`src/mon_cfg_regs.svh`:
```
/*
 * register offsets, field positions, reset values and timing counts of
 * the monitor configuration and shunt result block.
 * assumes: included by the design modules by bare name; the package does not include it.
 */
`ifndef MON_CFG_REGS_SVH
`define MON_CFG_REGS_SVH

`define MON_PTR_SETUP      8'h00
`define MON_PTR_SHUNT      8'h01
`define MON_SETUP_RESET    16'h399F
`define MON_BIT_SOFT_RST   15
`define MON_BIT_BUS_RANGE  13
`define MON_GAIN_HI        12
`define MON_GAIN_LO        11
`define MON_BUS_CONV_HI    10
`define MON_BUS_CONV_LO    7
`define MON_SHUNT_CONV_HI  6
`define MON_SHUNT_CONV_LO  3
`define MON_MODE_HI        2
`define MON_MODE_LO        0
`define MON_FS_DIV8        16'h7D00
`define MON_FS_DIV4        16'h3E80
`define MON_FS_DIV2        16'h1F40
`define MON_FS_UNITY       16'h0FA0
`define MON_CLK_MHZ        125
`define MON_CONV_9B_US     84
`define MON_CONV_10B_US    148
`define MON_CONV_11B_US    276
`define MON_CONV_12B_US    532
`define MON_AVG_BASE_US    532

`endif

```
`src/mon_pkg.sv`:
```
/*
 * types of the monitor configuration and shunt result block.
 * assumes: nothing beyond the constants header.
 */
package mon_pkg;
	typedef enum logic [2:0] {
		MON_POWER_DOWN = 3'h0,
		MON_TRIG_SHUNT = 3'h1,
		MON_TRIG_BUS   = 3'h2,
		MON_TRIG_BOTH  = 3'h3,
		MON_ADC_OFF    = 3'h4,
		MON_CONT_SHUNT = 3'h5,
		MON_CONT_BUS   = 3'h6,
		MON_CONT_BOTH  = 3'h7
	} mon_mode_t;
	typedef enum logic [1:0] {
		MON_ST_IDLE = 2'b00,
		MON_ST_CONV = 2'b01,
		MON_ST_DONE = 2'b11
	} mon_state_t;
endpackage : mon_pkg

```
`src/mon_cfg_shunt.sv`:
```
// What this block does
// writing one to setup bit 15 resets all registers; bit self-clears
// bus range bit 13: 0 selects 16 V, 1 selects 32 V; reset one
// gain field 00 x1 40mV, 01 /2, 10 /4, 11 /8 320mV; shunt only
// gain field resets to divide-by-eight
// bits 10:7 set bus conversion resolution or averaging
// bits 6:3 set shunt conversion setting, same encoding as bus
// top bit zero: third ignored, 9..12 bit, 84..532 us
// codes 1001..1111 average 2..128 samples, 1.06 to 68.10 ms
// mode field resets to continuous shunt and bus
// 000 down, 100 off, 001..011 triggered, 101..111 continuous
// pointer 01h holds the latest shunt conversion
// shunt result sign bits follow gain, all equal
// negative shunt values are two's complement, sign extended
// /8 full scale 32000: 7D00h and 8300h
// /4 full scale 16000: 3E80h and C180h
// /2 full scale 8000: 1F40h and E0C0h
// x1 full scale 4000, minus reads F060h
// out-of-range shunt readings saturate at the gain's full scale
// registers move as two bytes, most significant first
// triggered mode converts once per setup write, then holds
/*
 * configuration register, conversion sequencer and shunt result of the
 * monitor; registers reached through a byte port from the serial front.
 * assumes: byte strobes come from the two-wire slave on clk; the analog
 * shunt sample arrives asynchronously and is synchronised here.
 */
`include "mon_cfg_regs.svh"
module mon_cfg_shunt (
	input  wire logic        clk,
	input  wire logic        rst,
	input  wire logic        ptr_wr,
	input  wire logic [7:0]  ptr_data,
	input  wire logic        byte_wr,
	input  wire logic [7:0]  byte_wdata,
	input  wire logic        rd_start,
	input  wire logic        byte_rd,
	input  wire logic [16:0] shunt_sample,
	output logic      [7:0]  rd_byte,
	output logic      [15:0] setup_reg_out,
	output mon_pkg::mon_mode_t mode_out,
	output logic             conv_busy,
	output logic             shunt_conv_pulse,
	output logic             bus_conv_pulse
);
	import mon_pkg::*;

	// conversion time of one setting in cycles
	function automatic logic [23:0] conv_cycles(input logic [3:0] code);
		logic [31:0] us;
		us = 32'd0;
		if (!code[3]) begin
			case (code[1:0])
				2'h0:    us = `MON_CONV_9B_US;
				2'h1:    us = `MON_CONV_10B_US;
				2'h2:    us = `MON_CONV_11B_US;
				default: us = `MON_CONV_12B_US;
			endcase
		end else begin
			// averaging: base sample time times 2^n
			us = `MON_AVG_BASE_US << code[2:0];
		end
		conv_cycles = 24'(us * `MON_CLK_MHZ);
	endfunction : conv_cycles

	logic [15:0]  setup_reg;
	logic [15:0]  setup_next;
	logic [15:0]  shunt_reg;
	logic [7:0]   ptr_reg;
	logic         hi_phase_reg;
	logic [7:0]   wr_hi_reg;
	logic         wr_phase_reg;
	logic [16:0]  samp_s1_reg;
	logic [16:0]  samp_s2_reg;
	logic [23:0]  cnt_reg;
	logic         chan_reg;
	logic         trig_reg;
	logic [7:0]   rd_byte_reg;
	logic         shunt_pulse_reg;
	logic         bus_pulse_reg;
	mon_state_t   state_reg;
	mon_state_t   state_next;

	wire logic        soft_rst;
	wire logic        setup_wr;
	wire logic [1:0]  shunt_gain_select;
	wire logic        bus_range_select;
	wire logic [3:0]  bus_conv_setting;
	wire logic [3:0]  shunt_conv_setting;
	wire mon_mode_t   mode;
	wire logic        mode_cont;
	wire logic        want_shunt;
	wire logic        want_bus;
	wire logic        can_run;
	wire logic [23:0] chan_len;
	wire logic        chan_end;
	wire logic [15:0] shunt_fmt;
	wire logic [15:0] rd_word;

	assign shunt_gain_select  = setup_reg[`MON_GAIN_HI:`MON_GAIN_LO];
	assign bus_range_select   = setup_reg[`MON_BIT_BUS_RANGE];
	assign bus_conv_setting   =
		setup_reg[`MON_BUS_CONV_HI:`MON_BUS_CONV_LO];
	assign shunt_conv_setting =
		setup_reg[`MON_SHUNT_CONV_HI:`MON_SHUNT_CONV_LO];
	assign mode       = mon_mode_t'(setup_reg[`MON_MODE_HI:`MON_MODE_LO]);
	assign mode_cont  = mode[2];
	assign want_shunt = mode[0];
	assign want_bus   = mode[1];
	assign can_run    = (want_shunt | want_bus) & (mode_cont | trig_reg);

	// second byte of a write to pointer 00h commits the setup word
	assign setup_wr   = byte_wr & wr_phase_reg & (ptr_reg == `MON_PTR_SETUP);
	assign setup_next = {wr_hi_reg, byte_wdata};
	assign soft_rst   = setup_wr & setup_next[`MON_BIT_SOFT_RST];

	// channel 0 shunt, 1 bus; one conversion time each
	assign chan_len = chan_reg ? conv_cycles(bus_conv_setting)
	                           : conv_cycles(shunt_conv_setting);
	assign chan_end = (state_reg == MON_ST_CONV) && (cnt_reg == chan_len);

	mon_shunt_fmt u_fmt (
		.shunt_gain_select (shunt_gain_select),
		.raw_sample        (samp_s2_reg),
		.result            (shunt_fmt)
	);

	assign rd_word = (ptr_reg == `MON_PTR_SETUP) ? setup_reg :
	                 (ptr_reg == `MON_PTR_SHUNT) ? shunt_reg :
	                 16'h0000;

	always_comb begin
		state_next = state_reg;
		case (state_reg)
			MON_ST_IDLE: begin
				if (can_run)
					state_next = MON_ST_CONV;
			end
			MON_ST_CONV: begin
				if (!can_run && !trig_reg)
					state_next = MON_ST_IDLE;
				else if (chan_end && (chan_reg || !want_bus))
					state_next = MON_ST_DONE;
			end
			MON_ST_DONE: state_next = MON_ST_IDLE;
			default:     state_next = MON_ST_IDLE;
		endcase
	end

	always_ff @(posedge clk or posedge rst) begin
		if (rst) begin
			samp_s1_reg <= 17'h00000;
			samp_s2_reg <= 17'h00000;
		end else begin
			samp_s1_reg <= shunt_sample;
			samp_s2_reg <= samp_s1_reg;
		end
	end

	always_ff @(posedge clk or posedge rst) begin
		if (rst) begin
			setup_reg    <= `MON_SETUP_RESET;
			ptr_reg      <= 8'h00;
			wr_hi_reg    <= 8'h00;
			wr_phase_reg <= 1'b0;
		end else if (soft_rst) begin
			setup_reg    <= `MON_SETUP_RESET;
			ptr_reg      <= 8'h00;
			wr_hi_reg    <= 8'h00;
			wr_phase_reg <= 1'b0;
		end else begin
			if (ptr_wr) begin
				ptr_reg      <= ptr_data;
				wr_phase_reg <= 1'b0;
			end else if (byte_wr) begin
				wr_phase_reg <= ~wr_phase_reg;
				if (!wr_phase_reg)
					wr_hi_reg <= byte_wdata;
			end
			if (setup_wr)
				setup_reg <= setup_next;
		end
	end

	always_ff @(posedge clk or posedge rst) begin
		if (rst) begin
			state_reg       <= MON_ST_IDLE;
			cnt_reg         <= 24'h000000;
			chan_reg        <= 1'b0;
			trig_reg        <= 1'b0;
			shunt_reg       <= 16'h0000;
			shunt_pulse_reg <= 1'b0;
			bus_pulse_reg   <= 1'b0;
		end else if (soft_rst) begin
			state_reg       <= MON_ST_IDLE;
			cnt_reg         <= 24'h000000;
			chan_reg        <= 1'b0;
			trig_reg        <= 1'b0;
			shunt_reg       <= 16'h0000;
			shunt_pulse_reg <= 1'b0;
			bus_pulse_reg   <= 1'b0;
		end else begin
			state_reg       <= state_next;
			shunt_pulse_reg <= 1'b0;
			bus_pulse_reg   <= 1'b0;
			if (setup_wr && !setup_next[`MON_MODE_HI])
				trig_reg <= 1'b1;
			else if (state_reg == MON_ST_DONE || setup_wr)
				trig_reg <= 1'b0;
			if (state_reg != MON_ST_CONV || setup_wr) begin
				cnt_reg  <= 24'h000001;
				chan_reg <= ~want_shunt;
			end else if (chan_end) begin
				cnt_reg <= 24'h000001;
				if (!chan_reg) begin
					shunt_reg       <= shunt_fmt;
					shunt_pulse_reg <= 1'b1;
					chan_reg        <= want_bus ? 1'b1 : 1'b0;
				end else begin
					bus_pulse_reg <= 1'b1;
					chan_reg      <= ~want_shunt;
				end
			end else begin
				cnt_reg <= cnt_reg + 24'h000001;
			end
		end
	end

	// read port: high byte at read start, low byte after it
	always_ff @(posedge clk or posedge rst) begin
		if (rst) begin
			rd_byte_reg  <= 8'h00;
			hi_phase_reg <= 1'b0;
		end else if (rd_start) begin
			rd_byte_reg  <= rd_word[15:8];
			hi_phase_reg <= 1'b1;
		end else if (byte_rd) begin
			rd_byte_reg  <= hi_phase_reg ? rd_word[7:0] : rd_word[15:8];
			hi_phase_reg <= ~hi_phase_reg;
		end
	end

	assign rd_byte          = rd_byte_reg;
	assign setup_reg_out    = setup_reg;
	assign mode_out         = mode;
	assign conv_busy        = (state_reg == MON_ST_CONV);
	assign shunt_conv_pulse = shunt_pulse_reg;
	assign bus_conv_pulse   = bus_pulse_reg;

	a_soft_rst_clears: assert property (@(posedge clk) disable iff (rst)
		soft_rst |=> setup_reg == `MON_SETUP_RESET)
		else $error("soft reset did not restore setup word");
	a_rst_bit_low: assert property (@(posedge clk) disable iff (rst)
		!setup_reg[`MON_BIT_SOFT_RST])
		else $error("reset bit stayed set");
	a_shunt_in_range: assert property (@(posedge clk) disable iff (rst)
		$signed(shunt_reg) <= $signed(16'h7D00)
		&& $signed(shunt_reg) >= $signed(16'h8300))
		else $error("shunt result beyond full scale");
	a_gain_sign_bits: assert property (@(posedge clk) disable iff (rst)
		shunt_pulse_reg && shunt_gain_select == 2'h0
		|-> shunt_reg[15:12] == {4{shunt_reg[15]}})
		else $error("sign bits differ at unity gain");
	a_unity_clamp: assert property (@(posedge clk) disable iff (rst)
		shunt_pulse_reg && shunt_gain_select == 2'h0
		|-> $signed(shunt_reg) <= $signed(16'h0FA0)
		&& $signed(shunt_reg) >= $signed(16'hF060))
		else $error("shunt result beyond unity full scale");
	a_div2_clamp: assert property (@(posedge clk) disable iff (rst)
		shunt_pulse_reg && shunt_gain_select == 2'h1
		|-> $signed(shunt_reg) <= $signed(16'h1F40)
		&& $signed(shunt_reg) >= $signed(16'hE0C0))
		else $error("shunt result beyond half full scale");
	a_div4_clamp: assert property (@(posedge clk) disable iff (rst)
		shunt_pulse_reg && shunt_gain_select == 2'h2
		|-> $signed(shunt_reg) <= $signed(16'h3E80)
		&& $signed(shunt_reg) >= $signed(16'hC180))
		else $error("shunt result beyond quarter full scale");
	a_trig_arms: assert property (@(posedge clk) disable iff (rst)
		setup_wr && !setup_next[`MON_MODE_HI] && !soft_rst
		|=> trig_reg)
		else $error("triggered write did not arm a conversion");
	a_bus_updates: assert property (@(posedge clk) disable iff (rst)
		chan_end && chan_reg && !setup_wr |=> bus_pulse_reg)
		else $error("bus conversion end not flagged");
	a_adc_off_idle: assert property (@(posedge clk) disable iff (rst)
		mode == MON_ADC_OFF && !setup_wr |=> state_reg != MON_ST_CONV)
		else $error("conversion while adc disabled");
	a_cont_starts: assert property (@(posedge clk) disable iff (rst)
		state_reg == MON_ST_IDLE && can_run && !setup_wr
		|=> conv_busy)
		else $error("enabled conversion did not start");
	a_powerdown_idle: assert property (@(posedge clk) disable iff (rst)
		mode == MON_POWER_DOWN && !setup_wr |=> state_reg != MON_ST_CONV)
		else $error("conversion while powered down");
	a_trig_one_set: assert property (@(posedge clk) disable iff (rst)
		state_reg == MON_ST_DONE && !mode_cont && !setup_wr
		|=> !trig_reg ##1 state_reg == MON_ST_IDLE)
		else $error("triggered mode did not stop");
	a_shunt_updates: assert property (@(posedge clk) disable iff (rst)
		chan_end && !chan_reg && !setup_wr |=> shunt_pulse_reg)
		else $error("shunt result not stored");
	a_read_msb_first: assert property (@(posedge clk) disable iff (rst)
		rd_start |=> rd_byte == $past(rd_word[15:8]))
		else $error("high byte not first");
	a_range_default: assert property (@(posedge clk) disable iff (rst)
		$rose(soft_rst) |=> bus_range_select
		&& shunt_gain_select == 2'h3 && mode == MON_CONT_BOTH)
		else $error("defaults wrong after soft reset");
endmodule : mon_cfg_shunt

```
`src/mon_shunt_fmt.sv`:
```
/*
 * shunt result formatter: clamps a raw signed 10 uV sample to the
 * full scale of the selected gain and keeps its low 16 bits.
 * assumes: raw sample is two's complement, same clock domain.
 */
`include "mon_cfg_regs.svh"
module mon_shunt_fmt (
	input  wire logic [1:0]  shunt_gain_select,
	input  wire logic [16:0] raw_sample,
	output logic      [15:0] result
);
	import mon_pkg::*;
	wire logic [15:0] fs_pos;
	wire logic [16:0] pos17;
	wire logic [16:0] neg17;
	wire logic        over;
	wire logic        under;

	// full scale per gain: 00 x1, 01 /2, 10 /4, 11 /8
	assign fs_pos = (shunt_gain_select == 2'h3) ? `MON_FS_DIV8 :
	                (shunt_gain_select == 2'h2) ? `MON_FS_DIV4 :
	                (shunt_gain_select == 2'h1) ? `MON_FS_DIV2 :
	                `MON_FS_UNITY;
	assign pos17 = {1'b0, fs_pos};
	assign neg17 = 17'h0 - pos17;
	assign over  = $signed(raw_sample) > $signed(pos17);
	assign under = $signed(raw_sample) < $signed(neg17);
	// low 16 bits of a clamped value hold all sign bits equal
	assign result = over  ? pos17[15:0] :
	                under ? neg17[15:0] :
	                raw_sample[15:0];
endmodule : mon_shunt_fmt

```
`config.mk`:
```
export PLATFORM = sky130hd
export DESIGN_NAME = mon_cfg_shunt
export DESIGN_NICKNAME = d
export VERILOG_FILES = /design/src/mon_pkg.sv /design/src/mon_cfg_shunt.sv /design/src/mon_shunt_fmt.sv
export VERILOG_INCLUDE_DIRS = /design/src /design/src/src
export SDC_FILE = /design/constraint.sdc
export NUM_CORES = 1
export LEC_CHECK = 0
export ABC_AREA = 1
export BUFFER_PORTS_ARGS = -buffer_cell sky130_fd_sc_hd__buf_2
export CAP_MARGIN = 20
export CORE_UTILIZATION = 53
export DETAILED_ROUTE_END_ITERATION = 12
export GPL_ROUTABILITY_DRIVEN = 0
export GPL_TIMING_DRIVEN = 1
export PLACE_DENSITY_LB_ADDON = 0.08
export SLEW_MARGIN = 20
export SYNTH_ARGS = -nofsm -noshare
export SYNTH_HDL_FRONTEND = slang
export SYNTH_SLANG_ARGS = --single-unit
```
`constraint.sdc`:
```
create_clock -name clk -period 6.9 [get_ports clk]
set_input_delay 1.38 -clock clk [delete_from_list [all_inputs] [get_ports clk]]
set_output_delay 1.38 -clock clk [all_outputs]
set_load 0.01 [all_outputs]
```
Yosys cells after proc, flatten, opt, wreduce, memory -nomap -nowiden
Cells that the tools add are included.
{ "totals": {"regBits": 122, "input_bits": 39} }
{ "classes": {"n_mul": 2, "addsub": 2, "order_cmp": 2, "n_eq_ne": 18, "mux": 56, "n_shift": 2, "n_reduce_logical": 26, "bitwise": 9} }
{ "op_table": {"columns": ["operator", "count"], "rows": [
  ["2-to-1 mux 16 bit", 12],
  ["2-to-1 mux 24 bit", 4],
  ["2-to-1 mux 8 bit", 9],
  ["multiplier 32 x 7 -> 24 bit, second input constant", 2],
  ["2-to-1 mux 32 bit", 2],
  ["<< shifter 10 x 3 -> 32 bit, first input constant", 2],
  ["case mux 10 bit (3 select lines)", 2],
  ["adder 24 x 1 -> 24 bit, second input constant", 1],
  ["== test 24 bit", 1],
  ["2-to-1 mux 1 bit", 21],
  ["greater-than comparator 17 bit", 1],
  ["less-than comparator 17 bit", 1],
  ["subtractor 1 x 16 -> 17 bit, first input constant", 1],
  ["2-to-1 mux 13 bit", 1],
  ["== test 2 bit, second input constant", 5],
  ["nonzero test 2 bit", 5],
  ["nonzero test 3 bit", 3],
  ["== test 2 x 1 -> 1 bit, second input constant", 4],
  ["== test 8 x 1 -> 1 bit, second input constant", 1],
  ["zero test 8 bit", 1],
  ["2-to-1 mux 2 bit", 4],
  ["!= test 2 x 1 -> 1 bit, second input constant", 4],
  ["zero test 2 bit", 3],
  ["AND reduction 3 bit", 2],
  ["11 further kinds", 25]
]} }

Logic depth before layout (Yosys ltp)
{ "depth": {"word_depth": 12, "ltp_mapped": 35, "mapped_depth_nobuf": 34} }

Modules after synthesis
A second synthesis with hierarchy kept.
{ "unflattened": {"hier_cells": 1683, "area_unflattened_um2": 12604.6} }
{ "modules_own_cells": {"columns": ["mod", "area_each_um2", "n_inst", "cells_each", "seq_area_each_um2"], "rows": [
  ["mon_cfg_shunt", 11596.1, 1, 1515, 3065.4],
  ["mon_shunt_fmt", 1008.5, 1, 168, 0.0]
]} }

Worst setup path after synthesis
OpenSTA, ideal clock, no wires.
{ "synth_path": {"kind": "reg2reg", "startpoint": "register setup_reg[8] (netlist: setup_reg_out[8])", "endpoint": "register cnt_reg[18]", "t_arrival_ps": 5405, "path_stages_with_launch": 30, "setup_ps": 123, "path_buffers": 2, "t_required_ps": 6777, "synth_period_minus_slack_ps": 5528, "slack_ps": 1372, "path_cell_list": "dfstp_2 -> buf_2 -> nand2_1 -> nor2_1 -> inv_1 -> nand2_1 -> fa_1 -> inv_1 -> fa_1 -> inv_1 -> fa_1 -> fa_1 -> ha_1 -> nand2_1 -> inv_1 -> a21oi_1 -> nor2_1 -> nor2_1 -> nand2_1 -> nand2_1 -> nand3_1 -> nand2_1 -> nand2_1 -> nand2_1 -> nand2_1 -> nor2_4 -> nand3_2 -> nand2_4 -> buf_12 -> nor3_2"} }
{ "synth_between": {"elab_chain_cells": 10, "word_cells_on_any_way": 13, "classes_between": "1 x mul; 3 x eq/ne; 1 x shift; 6 x mux; 2 x reduce/logical"} }
{ "synth_rtl": {"columns": ["element", "line_no", "rtl"], "rows": [
  ["from (decl)", "mon_cfg_shunt.sv:66", "logic [15:0] setup_reg;"],
  ["from (signal assigned)", "mon_cfg_shunt.sv:162", "setup_reg <= `MON_SETUP_RESET;"],
  ["from (signal assigned)", "mon_cfg_shunt.sv:167", "setup_reg <= `MON_SETUP_RESET;"],
  ["from (signal assigned)", "mon_cfg_shunt.sv:181", "setup_reg <= setup_next;"],
  ["== test 2 bit, or another cell as far along", "mon_cfg_shunt.sv:53", "case (code[1:0])"],
  ["case mux 10 bit (3 select lines)", "mon_cfg_shunt.sv:53", null],
  ["2-to-1 mux 32 bit *", "mon_cfg_shunt.sv:52", "if (!code[3]) begin"],
  ["multiplier 32 x 7 -> 24 bit (no source line) *", null, null],
  ["2-to-1 mux 24 bit *", "mon_cfg_shunt.sv:118", "assign chan_len = chan_reg ? conv_cycles(bus_conv_setting)"],
  ["== test 24 bit *", "mon_cfg_shunt.sv:120", "assign chan_end = (state_reg == MON_ST_CONV) && (cnt_reg == chan_len);"],
  ["logical AND 1 bit *", "mon_cfg_shunt.sv:120", null],
  ["2-to-1 mux 24 bit *", "mon_cfg_shunt.sv:213", "end else if (chan_end) begin"],
  ["2-to-1 mux 24 bit *", "mon_cfg_shunt.sv:210", "if (state_reg != MON_ST_CONV || setup_wr) begin"],
  ["2-to-1 mux 24 bit *", "mon_cfg_shunt.sv:194", "end else if (soft_rst) begin"],
  ["to (signal assigned)", "mon_cfg_shunt.sv:224", "cnt_reg <= cnt_reg + 24'h000001;"],
  ["to (decl)", "mon_cfg_shunt.sv:75", "logic [23:0] cnt_reg;"]
]} }
Every way passes the cells marked *; elsewhere a longest branch is shown, timed or not.
A chain may end at the register's enable or synchronous reset.

Worst setup path in the final report
{ "layout_path": {"startpoint": "register setup_reg[6] (netlist: setup_reg_out[6])", "endpoint": "register shunt_reg[0]"} }
{ "layout_between": {"elab_chain_cells": 7} }
{ "layout_rtl": {"columns": ["element", "line_no", "rtl"], "rows": [
  ["2-to-1 mux 32 bit", "mon_cfg_shunt.sv:52", null],
  ["multiplier 32 x 7 -> 24 bit (no source line)", null, null],
  ["2-to-1 mux 24 bit", "mon_cfg_shunt.sv:118", null],
  ["== test 24 bit", "mon_cfg_shunt.sv:120", null],
  ["logical AND 1 bit", "mon_cfg_shunt.sv:120", null],
  ["nonzero test 2 bit (no source line)", null, null],
  ["AND reduction 3 bit (no source line)", null, null],
  ["to (signal assigned)", "mon_cfg_shunt.sv:216", "shunt_reg <= shunt_fmt;"],
  ["to (decl)", "mon_cfg_shunt.sv:68", "logic [15:0] shunt_reg;"]
]} }
No other way between the ends.

==> results.cfg <==
[yosys]
yosys_warnings = 0
yosys.area_share.simple = 0.2905
yosys.area.top_type = dfrtp_1
async_flop_share = 1.000
synth_common_cells = nand2_1 (382), inv_1 (349), nand3_1 (173), ha_1 (123), nor2_1 (120)
ys_seq_elements = 122
syn_inst = 1708
ys_seq_area_frac = 0.2403
synth.lib_cells_used.distinct = 51
synthFlopType = dfrtp_1
synth_most_common_cell = nand2_1
syn_avg_cell_area_um2 = 7.469
synth_fa_ha_area_frac = 0.2681
synth_xor_area_frac = 0.01442
synth_edf_count = 0
synth_compound_area_frac = 0.05875
synth_area_leaders = dfrtp_1 (22%), fa_1 (15%), ha_1 (12%)
synth.area.mux_share = 0.007062
synth_top_family_by_area = simple AND/OR/NAND/NOR gates
synth.cell_area_mm2 = 0.01276
synth_top_area_frac = 0.2197

[worst_setup_path]
crit_buf_inv = 6
endpoint_kind = flip-flop
start_kind = flip-flop
max_stage_delay_ps = 540
cp_data_arrival_time_ps = 6630
rr_worst_depth = 28
reg2reg_to = shunt_reg[0]
cp.required_ps = 7260
cpLargestDelayFamily = adder cells
reg2reg_from = setup_reg_out[6]
crit_top_cell = nand2_1
r2r_setup_slack_ps = 630
crit_slowest_cell = fa_1
path_max_fanout = 16
path_class = reg2reg

[floorplan]
die_area_mm2 = 0.02469
die_h_um = 157.1
rows = 56
io_pins = 69
chipWidth_um = 157.1
initial_core_util = 0.5419
coreArea_mm2 = 0.02354

[clock_tree]
cts.sinks = 122
clkLatencyLatePin_ps = 430
clockBufferDepth = 2
cts_setup_buffers = 0
numCtsBuffers = 17
postCtsHoldBufs = 0
cts_resized = 0
cts_tree = yes
cts_root_buf = clkbuf_16
htree_levels = 4
clk_pin_slew_ps = 70

[min_path]
hp-class = reg2reg
min_from = samp_s1_reg[1]
whs_path_depth = 0
hold_path_end = samp_s2_reg[1]

[routing]
vias = 11030
drt_wl_total_mm = 31.50
drc = 0
wl_per_cell_um = 14.95
wl_met1_mm = 14.55
route.met3.wl_mm = 1.584
drt_pass1_iterations = 5
top_layer_used = met4
wl_met2_mm = 14.66
ant_nets = 0
initialDrtViolationCount = 710
via_per_inst = 5.236

[sta]
timing.final.crit_period_ps = 6267
slew_headroom = 0.3651
fmax_mhz = 159.6
post-route-period-util = 0.9083
slew_violations = 0
finalClockSkew_ps = 13.14
setup_violations = 0
rsz0062_at_grt = no
worst_pin_slew_ps = 951.3
tns_ps = 0
hold_viol = 0

[layout]
final_nets = 2031
diodes = 0
fin_util = 0.5934
area_growth_pct = 9.503
finalNonFillerCells = 2107
drive_gt1_frac = 0.1079
largest_register_ffs = 24

[global_routing]
grt_use_total = 0.2706
antenna_found_initial = 0
grt_pass1_vias = 10500
grt_pass1_wl_mm = 52.22
grt-ovfl-total = 0
grt_max_degree = 65

[placement]
port-buffer-count = 68
place_inst = 2075
hpwlAfterDp_mm = 25.92

[status]
status = complete, no violations

[power]
p_leak_nw = 7.807
powerDensity_mw_per_mm2 = 524.1
ir_worst_vdd_uv = 364.6

[flow_run]
max_cap_viol_count = 0
-- cell type report --
cell class / instances / area [um2]
Clock buffer: 17 / 425.4
Clock inverter: 15 / 152.6
Fill cell: 2319 / 9573
Inverter: 357 / 1343
Multi-Input combinational cell: 1200 / 8177
Sequential cell: 122 / 3065
Tap cell: 319 / 399.1
Timing Repair Buffer: 77 / 407.9
-- cells by family after synthesis --
| kind of cell | count (synthesis) |
|---|---|
| flops | 122 |
| mux | 8 |
| compound gates | 135 |
| simple gates | 813 |
| fa+ha+maj | 217 |
| buf+inv | 391 |
| xor+xnor | 21 |
| other cells | 1 |
-- power breakdown --
group	switching [W]	leakage [nW]	internal (W)
logic	0.00369	6.00	0.00188
registers	0.0000686	1.52	0.000785
clock network	0.000387	0.284	0.000509
total	0.00415	7.81	0.00317
-- worst max path at each step --
stage,start,to,slack [ps],depth (start not counted)
6_report,setup_reg_out[6],shunt_reg[0],630,28
2_1_floorplan,setup_reg_out[8],cnt_reg[18],1370,29
5_1_grt,setup_reg_out[3],shunt_reg[9],170,27
3_3_place_gp,setup_reg_out[6],shunt_reg[14],750,28
4_1_cts,setup_reg_out[6],shunt_reg[0],670,28
3_5_place_dp,setup_reg_out[6],shunt_reg[0],710,28
-- per-stage QoR --
step           hold slack [ps]  total power, W  cell area (um2)  setup slack (ps)
2_1_floorplan            331.2        0.005076            12780              1372
3_3_place_gp             333.1        0.006318            13390             746.3
3_5_place_dp             334.7        0.006409            13390             710.5
4_1_cts                  342.5        0.007335            13970             668.9
5_1_grt                  352.9        0.008191            13970             167.8
6_report                 343.9        0.007321            13970             632.5
-- per-layer routing --
layer | up-vias | global-route usage
li1 | 5525 | -
met4 | 0 | 0.09385
met2 | 297 | 0.4438
met5 | - | 0
met1 | 5164 | 0.3685
met3 | 46 | 0.03442
-- layout by cell type (no fill, tap or decap), types with 7 or more instances in the layout --
cell type	Yosys	final
nor3_1	17	17
dfstp_2	10	10
nand2_2	15	15
nor2_1	120	120
ha_1	123	123
o21ai_0	65	65
buf_2	10	68
fa_1	94	94
clkbuf_16	0	17
nand3b_1	10	10
nand3_2	8	8
a21oi_1	38	38
inv_2	7	7
mux2_2	8	8
inv_1	349	348
nor2_2	16	16
buf_4	5	9
xor2_1	21	21
nand4_1	48	48
dfrtp_1	112	112
nand2_1	382	382
inv_6	0	7
nand3_1	173	173
(Power assumes the default switching activity.)
